`config.mk`:
```
export PLATFORM = sky130hd
export DESIGN_NAME = bmxc_top
export DESIGN_NICKNAME = d
export VERILOG_FILES = /design/src/bmxc_pkg.sv /design/src/bmxc_top.sv
export SDC_FILE = /design/constraint.sdc
export NUM_CORES = 1
export LEC_CHECK = 0
export BUFFER_PORTS_ARGS = -buffer_cell sky130_fd_sc_hd__buf_2
export CORE_MARGIN = 2
export CORE_UTILIZATION = 35
export DETAILED_ROUTE_END_ITERATION = 8
export SLEW_MARGIN = 30
export SYNTH_ARGS = -nofsm -noshare
export SYNTH_HDL_FRONTEND = slang
export SYNTH_SLANG_ARGS = --single-unit
```
`constraint.sdc`:
```
create_clock -name aclk -period 3.4 [get_ports aclk]
set_clock_uncertainty 0.1 [all_clocks]
set_input_delay 0.17 -clock aclk [delete_from_list [all_inputs] [get_ports aclk]]
set_output_delay 0.17 -clock aclk [all_outputs]
set_load 0.01 [all_outputs]
```
`src/bmxc_pkg.sv`:
```
// ***************************************************************
// Shared constants and types of the bus matrix configuration block.
// ***************************************************************
package bmxc_pkg;

  // Number of bus initiators watched by the matrix.
  localparam int unsigned NUM_INIT = 5;

  // Initiator indices, in the order of their error enable bits.
  localparam int unsigned INIT_FETCH = 0;
  localparam int unsigned INIT_DATA = 1;
  localparam int unsigned INIT_DMA = 2;
  localparam int unsigned INIT_DEBUG = 3;
  localparam int unsigned INIT_SHARED = 4;

  // Register byte addresses.
  localparam logic [3:0] ADDR_MATRIX_CONFIGURATION = 4'h0;
  localparam logic [3:0] ADDR_ERROR_STATUS = 4'h4;
  localparam logic [3:0] ADDR_ERROR_CLEAR = 4'h8;
  localparam logic [3:0] ADDR_ERROR_ENABLE = 4'hC;

  // Field positions of the matrix configuration register.
  localparam int unsigned POS_ERR_ENABLE_LO = 16;
  localparam int unsigned POS_DATA_RAM_WAIT = 6;
  localparam int unsigned POS_ARB_LO = 0;
  localparam int unsigned WIDTH_ARB = 3;

  // Implemented bits and reset value of the matrix configuration register.
  localparam logic [31:0] CFG_WRITE_MASK = 32'h001F0047;
  localparam logic [31:0] CFG_RESET = 32'h001F0041;

  // Implemented bits of the error status, clear and enable registers.
  localparam logic [31:0] EVT_MASK = 32'h0000001F;
  localparam logic [4:0] EVT_RESET = 5'h00;

  // Arbitration mode codes.
  localparam logic [2:0] ARB_MODE0 = 3'h0;
  localparam logic [2:0] ARB_MODE1 = 3'h1;
  localparam logic [2:0] ARB_MODE2 = 3'h2;

  // AXI response codes.
  localparam logic [1:0] RESP_OKAY = 2'h0;
  localparam logic [1:0] RESP_SLVERR = 2'h2;

  // Requests offered by the initiators, one bit per initiator.
  typedef struct packed {
    logic [NUM_INIT-1:0] valid;
    logic [NUM_INIT-1:0] unmapped;
    logic [NUM_INIT-1:0] data_ram;
  } bmxc_req_t;

  // Answers given to the initiators, one bit per initiator.
  typedef struct packed {
    logic [NUM_INIT-1:0] target_strobe;
    logic [NUM_INIT-1:0] ack;
    logic [NUM_INIT-1:0] err;
  } bmxc_rsp_t;

endpackage

```
`src/bmxc_top.sv`:
```
// Operation
// - A one in bit 20 lets unmapped accesses from the shared peripheral bus raise a bus error, a zero suppresses it.
// - A one in bit 19 lets unmapped accesses from the debug unit raise a bus error, a zero suppresses it.
// - A one in bit 17 lets unmapped CPU data accesses raise a bus error, except while the CPU is in debug mode.
// - A one in bit 16 lets unmapped CPU fetches raise a bus error, except while the CPU is in debug mode.
// - A one in bit 6 adds one address setup wait state to every CPU access of data RAM.
// - Bits 2 to 0 pick the arbitration scheme, with codes 000, 001 (reset) and 010 for modes 0, 1 and 2.
// - Bits 31 to 21, 15 to 7 and 5 to 3 read as zero and ignore writes.
//
// Decided for this implementation: the register addresses and register access over AXI4-Lite.
`timescale 1ns/100ps
`default_nettype none

module bmxc_top (
  // Clock and reset.
  input wire logic aclk,
  input wire logic aresetn,
  // AXI4-Lite write address channel.
  input wire logic [3:0] s_axi_awaddr,
  input wire logic s_axi_awvalid,
  output logic s_axi_awready,
  // AXI4-Lite write data channel.
  input wire logic [31:0] s_axi_wdata,
  input wire logic [3:0] s_axi_wstrb,
  input wire logic s_axi_wvalid,
  output logic s_axi_wready,
  // AXI4-Lite write response channel.
  output logic [1:0] s_axi_bresp,
  output logic s_axi_bvalid,
  input wire logic s_axi_bready,
  // AXI4-Lite read address channel.
  input wire logic [3:0] s_axi_araddr,
  input wire logic s_axi_arvalid,
  output logic s_axi_arready,
  // AXI4-Lite read data channel.
  output logic [31:0] s_axi_rdata,
  output logic [1:0] s_axi_rresp,
  output logic s_axi_rvalid,
  input wire logic s_axi_rready,
  // Initiator side.
  input wire bmxc_pkg::bmxc_req_t init_req,
  input wire logic cpu_debug_mode,
  output bmxc_pkg::bmxc_rsp_t init_rsp,
  // Interrupt.
  output logic irq
);

  // ***************************************************************
  // Declarations
  // ***************************************************************

  typedef enum logic [1:0] {
    BMXC_IDLE,
    BMXC_SETUP,
    BMXC_XFER,
    BMXC_DONE
  } bmxc_state_t;

  localparam int unsigned N = bmxc_pkg::NUM_INIT;

  bmxc_state_t state_q;
  logic [31:0] cfg_q;
  logic [N-1:0] status_q;
  logic [N-1:0] enable_q;
  logic [N-1:0] cur_q;
  logic [N-1:0] last_q;
  bmxc_pkg::bmxc_rsp_t rsp_q;
  logic irq_q;

  logic awready_q;
  logic [3:0] aw_addr_q;
  logic wready_q;
  logic [31:0] w_data_q;
  logic [3:0] w_strb_q;
  logic bvalid_q;
  logic [1:0] bresp_q;
  logic rvalid_q;
  logic [31:0] rdata_q;
  logic [1:0] rresp_q;
  logic arready_q;

  logic wr_fire;
  logic rd_fire;
  logic [31:0] wmask;
  logic [N-1:0] clear_hit;
  logic [N-1:0] err_enable;
  logic [N-1:0] winner;
  logic [N-1:0] evt_set;
  logic [2:0] arb_mode;
  logic cpu_pick;

  // ***************************************************************
  // Helper functions
  // ***************************************************************

  // Lowest requesting index wins.
  function automatic logic [N-1:0] pick_low(input logic [N-1:0] req);
    logic [N-1:0] g;
    g = '0;
    for (int i = N - 1; i >= 0; i--) begin
      if (req[i]) begin
        g = '0;
        g[i] = 1'b1;
      end
    end
    return g;
  endfunction

  // Highest requesting index wins.
  function automatic logic [N-1:0] pick_high(input logic [N-1:0] req);
    logic [N-1:0] g;
    g = '0;
    for (int i = 0; i < N; i++) begin
      if (req[i]) begin
        g = '0;
        g[i] = 1'b1;
      end
    end
    return g;
  endfunction

  // First requester above the last winner wins, wrapping round.
  function automatic logic [N-1:0] pick_rotate(input logic [N-1:0] req, input logic [N-1:0] last);
    logic [N-1:0] above;
    logic seen;
    above = '0;
    seen = 1'b0;
    for (int i = 0; i < N; i++) begin
      above[i] = seen & req[i];
      seen = seen | last[i];
    end
    return (|above) ? pick_low(above) : pick_low(req);
  endfunction

  // ***************************************************************
  // Access checking and arbitration
  // ***************************************************************

  // Effective error enables; the CPU checks are gated off in debug mode.
  always_comb begin
    err_enable = cfg_q[bmxc_pkg::POS_ERR_ENABLE_LO +: N];
    err_enable[bmxc_pkg::INIT_FETCH] = err_enable[bmxc_pkg::INIT_FETCH] & ~cpu_debug_mode;
    err_enable[bmxc_pkg::INIT_DATA] = err_enable[bmxc_pkg::INIT_DATA] & ~cpu_debug_mode;
  end

  // Winner among the requests; reserved codes fall back to mode 1 since software must not use them.
  assign arb_mode = cfg_q[bmxc_pkg::POS_ARB_LO +: bmxc_pkg::WIDTH_ARB];
  always_comb begin
    case (arb_mode)
      bmxc_pkg::ARB_MODE0: winner = pick_low(init_req.valid);
      bmxc_pkg::ARB_MODE1: winner = pick_high(init_req.valid);
      bmxc_pkg::ARB_MODE2: winner = pick_rotate(init_req.valid, last_q);
      default: winner = pick_high(init_req.valid);
    endcase
  end

  // A CPU access of data RAM is the only kind that can take the setup wait state.
  assign cpu_pick = |(winner & init_req.data_ram & ~init_req.unmapped &
                      ((N)'(1) << bmxc_pkg::INIT_FETCH | (N)'(1) << bmxc_pkg::INIT_DATA));

  // Error events raised on an enabled unmapped access.
  assign evt_set = (state_q == BMXC_IDLE) ? (winner & init_req.unmapped & err_enable) : '0;

  // Access sequencer: one access at a time, answered in the cycle spent in DONE.
  always_ff @(posedge aclk) begin
    if (!aresetn) begin
      state_q <= BMXC_IDLE;
      cur_q <= '0;
      last_q <= '0;
      rsp_q <= '0;
    end else begin
      case (state_q)
        BMXC_IDLE: begin
          rsp_q <= '0;
          if (|winner) begin
            cur_q <= winner;
            last_q <= winner;
            if (|(winner & init_req.unmapped)) begin
              // Unmapped accesses never reach a target, whatever the enables hold.
              rsp_q.err <= winner & err_enable;
              rsp_q.ack <= winner & ~err_enable;
              state_q <= BMXC_DONE;
            end else if (cpu_pick && cfg_q[bmxc_pkg::POS_DATA_RAM_WAIT]) begin
              state_q <= BMXC_SETUP;
            end else begin
              rsp_q.target_strobe <= winner;
              state_q <= BMXC_XFER;
            end
          end
        end
        BMXC_SETUP: begin
          // Address setup cycle; the target strobe follows one cycle late.
          rsp_q.target_strobe <= cur_q;
          state_q <= BMXC_XFER;
        end
        BMXC_XFER: begin
          rsp_q.target_strobe <= '0;
          rsp_q.ack <= cur_q;
          state_q <= BMXC_DONE;
        end
        BMXC_DONE: begin
          // The answer stands here; the initiator drops its request at the same edge.
          rsp_q <= '0;
          state_q <= BMXC_IDLE;
        end
        default: begin
          rsp_q <= '0;
          state_q <= BMXC_IDLE;
        end
      endcase
    end
  end

  assign init_rsp = rsp_q;

  // ***************************************************************
  // AXI4-Lite write path
  // ***************************************************************

  // Address and data may arrive in either order; each is held until both are in.
  // The ready flags are kept as flops themselves, so the outputs need no inverter behind the register.
  assign wr_fire = !awready_q && !wready_q && !bvalid_q;
  always_ff @(posedge aclk) begin
    if (!aresetn) begin
      awready_q <= 1'b1;
      aw_addr_q <= 4'h0;
      wready_q <= 1'b1;
      w_data_q <= 32'h00000000;
      w_strb_q <= 4'h0;
    end else begin
      if (s_axi_awvalid && awready_q) begin
        awready_q <= 1'b0;
        aw_addr_q <= s_axi_awaddr;
      end else if (wr_fire) begin
        awready_q <= 1'b1;
      end
      if (s_axi_wvalid && wready_q) begin
        wready_q <= 1'b0;
        w_data_q <= s_axi_wdata;
        w_strb_q <= s_axi_wstrb;
      end else if (wr_fire) begin
        wready_q <= 1'b1;
      end
    end
  end

  assign s_axi_awready = awready_q;
  assign s_axi_wready = wready_q;

  // Byte enables widened to a bit mask.
  always_comb begin
    for (int b = 0; b < 4; b++) begin
      wmask[8*b +: 8] = {8{w_strb_q[b]}};
    end
  end

  // Write response; unknown offsets are answered with SLVERR and change nothing.
  always_ff @(posedge aclk) begin
    if (!aresetn) begin
      bvalid_q <= 1'b0;
      bresp_q <= bmxc_pkg::RESP_OKAY;
    end else if (wr_fire) begin
      bvalid_q <= 1'b1;
      case (aw_addr_q)
        bmxc_pkg::ADDR_MATRIX_CONFIGURATION,
        bmxc_pkg::ADDR_ERROR_CLEAR,
        bmxc_pkg::ADDR_ERROR_ENABLE: bresp_q <= bmxc_pkg::RESP_OKAY;
        default: bresp_q <= bmxc_pkg::RESP_SLVERR;
      endcase
    end else if (s_axi_bready) begin
      bvalid_q <= 1'b0;
    end
  end

  assign s_axi_bvalid = bvalid_q;
  assign s_axi_bresp = bresp_q;

  // ***************************************************************
  // Registers
  // ***************************************************************

  // Matrix configuration; only implemented bits take the write.
  always_ff @(posedge aclk) begin
    if (!aresetn) begin
      cfg_q <= bmxc_pkg::CFG_RESET;
    end else if (wr_fire && aw_addr_q == bmxc_pkg::ADDR_MATRIX_CONFIGURATION) begin
      cfg_q <= (cfg_q & ~(wmask & bmxc_pkg::CFG_WRITE_MASK)) |
               (w_data_q & wmask & bmxc_pkg::CFG_WRITE_MASK);
    end
  end

  // Interrupt enable register, same layout as the status register.
  always_ff @(posedge aclk) begin
    if (!aresetn) begin
      enable_q <= bmxc_pkg::EVT_RESET;
    end else if (wr_fire && aw_addr_q == bmxc_pkg::ADDR_ERROR_ENABLE && w_strb_q[0]) begin
      enable_q <= w_data_q[N-1:0];
    end
  end

  // Sticky error status; a new event wins over a clear written in the same cycle.
  assign clear_hit = (wr_fire && aw_addr_q == bmxc_pkg::ADDR_ERROR_CLEAR && w_strb_q[0]) ?
                     w_data_q[N-1:0] : '0;
  always_ff @(posedge aclk) begin
    if (!aresetn) begin
      status_q <= bmxc_pkg::EVT_RESET;
    end else begin
      status_q <= (status_q & ~clear_hit) | evt_set;
    end
  end

  // Level interrupt, registered so the output comes from a flip-flop.
  always_ff @(posedge aclk) begin
    if (!aresetn) begin
      irq_q <= 1'b0;
    end else begin
      irq_q <= |(((status_q & ~clear_hit) | evt_set) & enable_q);
    end
  end

  assign irq = irq_q;

  // ***************************************************************
  // AXI4-Lite read path
  // ***************************************************************

  // One read at a time; the address is taken only while no data is pending.
  assign rd_fire = s_axi_arvalid && !rvalid_q;
  always_ff @(posedge aclk) begin
    if (!aresetn) begin
      rvalid_q <= 1'b0;
      arready_q <= 1'b1;
      rdata_q <= 32'h00000000;
      rresp_q <= bmxc_pkg::RESP_OKAY;
    end else if (rd_fire) begin
      rvalid_q <= 1'b1;
      arready_q <= 1'b0;
      rresp_q <= bmxc_pkg::RESP_OKAY;
      case (s_axi_araddr)
        bmxc_pkg::ADDR_MATRIX_CONFIGURATION: rdata_q <= cfg_q & bmxc_pkg::CFG_WRITE_MASK;
        bmxc_pkg::ADDR_ERROR_STATUS: rdata_q <= {{(32-N){1'b0}}, status_q};
        bmxc_pkg::ADDR_ERROR_ENABLE: rdata_q <= {{(32-N){1'b0}}, enable_q};
        bmxc_pkg::ADDR_ERROR_CLEAR: rdata_q <= 32'h00000000;
        default: begin
          rdata_q <= 32'h00000000;
          rresp_q <= bmxc_pkg::RESP_SLVERR;
        end
      endcase
    end else if (s_axi_rready) begin
      rvalid_q <= 1'b0;
      arready_q <= 1'b1;
    end
  end

  assign s_axi_arready = arready_q;
  assign s_axi_rvalid = rvalid_q;
  assign s_axi_rdata = rdata_q;
  assign s_axi_rresp = rresp_q;

endmodule

`default_nettype wire

```
==> impl_metrics.tcl <==
set metrics [dict create \
    cts_hold_buf 19 \
    clockBufferDepth 2 \
    setup_tns_ps 0 \
    outcome "finished, final reports clean" \
    start_util 0.355 \
    syn-instance-count 444 \
    htree_num_levels 3 \
    grt_pass1_vias 3166 \
    rr_startpoint "last_q[1]$_SDFFE_PN0P_" \
    overflow 0 \
    r2r_slack_ps 550 \
    crit_family "compound AO/OA/AOI/OAI gates" \
    grt_start_max_net_pins 45 \
    finalSetupViolations 0 \
    syn2layout_area_growth_pct 20.8 \
    endpoint "init_rsp[6]$_SDFFE_PN0P_" \
    via_count 3391 \
    drv_cap 0 \
    ys_seq_elements 77 \
    drv_slew 0 \
    ir_drop_uv 220 \
    yosys-top-cells-area "dfxtp_1 (43%), nand2_1 (7.9%), a21oi_1 (4.9%)" \
    antenna_found_initial 0 \
    gp_congestion 0.858 \
    power.density_nw_per_um2 467 \
    drt_iter0_drc 193 \
    drc 0 \
    hold_path.class "in2reg" \
    n_fill_cell 1034 \
    synth_top_area_frac 0.428 \
    yosysTopAreaCell "dfxtp_1" \
    final_nets 602 \
    critPathCaptureType "flop" \
    critPathLaunchType "flop" \
    post_cts_resized 0 \
    path_clk_slew_ps 80 \
    syn_area_um2 3600 \
    crit_chain "o41a_1 -> a31o_1 -> or4_1 -> and2_1 -> o2111a_1 -> or4b_1 -> a21oi_1" \
    worstSetupPathType "reg2reg" \
    drtAntennaViolNets 0 \
    cts.sinks 77 \
    root_buffer "clkbuf_8" \
    leakagePower_nw 1.81 \
    arrival_ps 3030 \
    grt_pass1_wl_mm 15.6 \
    final.min_clock_period_ps 2850 \
    synth_edf_count 0 \
    crit_start "last_q[1]$_SDFFE_PN0P_" \
    worstMarginPinSlew_ps 725 \
    routed_wl_mm 9.55 \
    cts_tree "built" \
    r2r_cells 7 \
    fmax_ghz 0.351 \
    slew_headroom 0.516 \
    viasPerCell 5.07 \
    rows 37 \
    fp.coreArea_um2 10100 \
    worstPathRequired_ps 3580 \
    power_mw 2.03 \
    slowest_stage "o41a_1" \
    ys_warn_count 0 \
    pin_count 124 \
    fp.dieH_um 105 \
    clock_latency_ps 340 \
    drt-wirelength-per-cell_um 14.3 \
    die_area_um2 11100 \
    period_share 0.838 \
    synth_area_per_cell_um2 8.11 \
    cp_num_cells 7 \
    post-dp-hpwl_mm 6.80 \
    path_buf_inv 0 \
    ys_seq_area_frac 0.428 \
    synth_ff_type "dfxtp_1" \
    antennaDiodeCount 0 \
    firstDrtPassIters 5 \
    r2r_end "init_rsp[6]$_SDFFE_PN0P_" \
    cp_slowest_stage_delay_ps 500 \
    final-hold-violation-count 0 \
    path_max_fanout 8 \
    rsz0062_at_grt "no" \
    die-width_um 105 \
    numPortBuffers 74 \
    drive_above_1_share 0.189 \
    cts_buffers 9 \
    grt_usage 0.171 \
    async_flop_share 0 \
    cts_setup_buffers 0 \
    yosysUniqueCellTypes 59 \
]
## worst register-to-register path: stages, from the launching register on
cell      delay [ps]
dfxtp_1          380
o41a_1           510
a31o_1           220
or4_1            410
and2_1           200
o2111a_1         330
or4b_1           500
a21oi_1          150
## stage by stage
step	hold slack [ps]	setup WS (ps)	util	instances	instance area (um2)
after CTS	19.9	556	0.429	669	4350
final	28.0	549	0.429	669	4350
after floorplan	203	772	-	466	3680
after detailed placement	318	577	0.395	637	4000
after global placement	311	589	0.395	637	4000
after global routing	39.4	398	0.429	669	4350
## final cells by class
type	instances	area [um2]	area share
multi-input cells	335	1840	0.424
flip-flops and latches	77	1540	0.355
inverters	9	33.8	0.00777
clock inverters	2	12.5	0.00288
repair buffers	99	606	0.139
well taps	136	170	0.0391
clock buffers	11	141	0.0325
## cell usage after synthesis, drive strengths merged (4+ instances only)
| library cell | instances |
|---|---|
| a21oi | 35 |
| a22o | 5 |
| a22oi | 9 |
| a32oi | 4 |
| a41oi | 4 |
| and2 | 8 |
| buf | 26 |
| clkbuf | 19 |
| dfxtp | 77 |
| ha | 4 |
| inv | 9 |
| mux2i | 8 |
| nand2 | 76 |
| nand2b | 7 |
| nand3 | 28 |
| nor2 | 33 |
| nor3 | 7 |
| o21ai | 23 |
| or2 | 5 |
| or3 | 9 |
## layer usage
| layer | vias to the layer above | global-route usage | share of wire | wire, um |
|---|---|---|---|---|
| met5 | - | 0 | 0 | 0 |
| met4 | 0 | 0.0419 | 0.0063 | 60 |
| met3 | 7 | 0.0489 | 0.065 | 619 |
| met2 | 125 | 0.282 | 0.48 | 4620 |
| met1 | 1568 | 0.221 | 0.44 | 4250 |
| li1 | 1691 | - | - | - |
## placed cells by master, fill, tap and decap left out, types with 9 or more instances in the layout
cell type      count
nand3_1           28
clkbuf_8          10
nor2_1            33
a21oi_1           35
dlygate4sd3_1     19
a22oi_1            9
buf_2             74
nand2_1           76
dfxtp_1           77
conb_1            23
inv_1              9
or3_1              9
o21ai_0           18
## worst min-delay path by stage
stage                  start                         end  cells past startpoint
2_1_floorplan   s_axi_rready  s_axi_arready$_SDFFE_PN1P_                      2
3_3_place_gp    s_axi_rready  s_axi_arready$_SDFFE_PN1P_                      3
3_5_place_dp    s_axi_rready  s_axi_arready$_SDFFE_PN1P_                      3
4_1_cts        s_axi_awvalid   aw_addr_q[0]$_SDFFE_PN0P_                      3
5_1_grt        s_axi_awvalid   aw_addr_q[0]$_SDFFE_PN0P_                      3
6_report       s_axi_awvalid   aw_addr_q[0]$_SDFFE_PN0P_                      3
## cells by family after synthesis
family / count (synthesis) / synth area share
compound gates: 110 / 0.201
fa+ha+maj: 4 / 0.0139
buf+inv: 54 / 0.0831
flops: 77 / 0.428
mux: 10 / 0.0285
other cells: 1 / 0.00104
simple gates: 188 / 0.244
## where the power goes
group	internal, mW	switching [mW]
clock network	0.272	0.310
logic	0.172	0.262
registers	0.963	0.0504
Note: power is estimated with default switching activity, not from simulation.
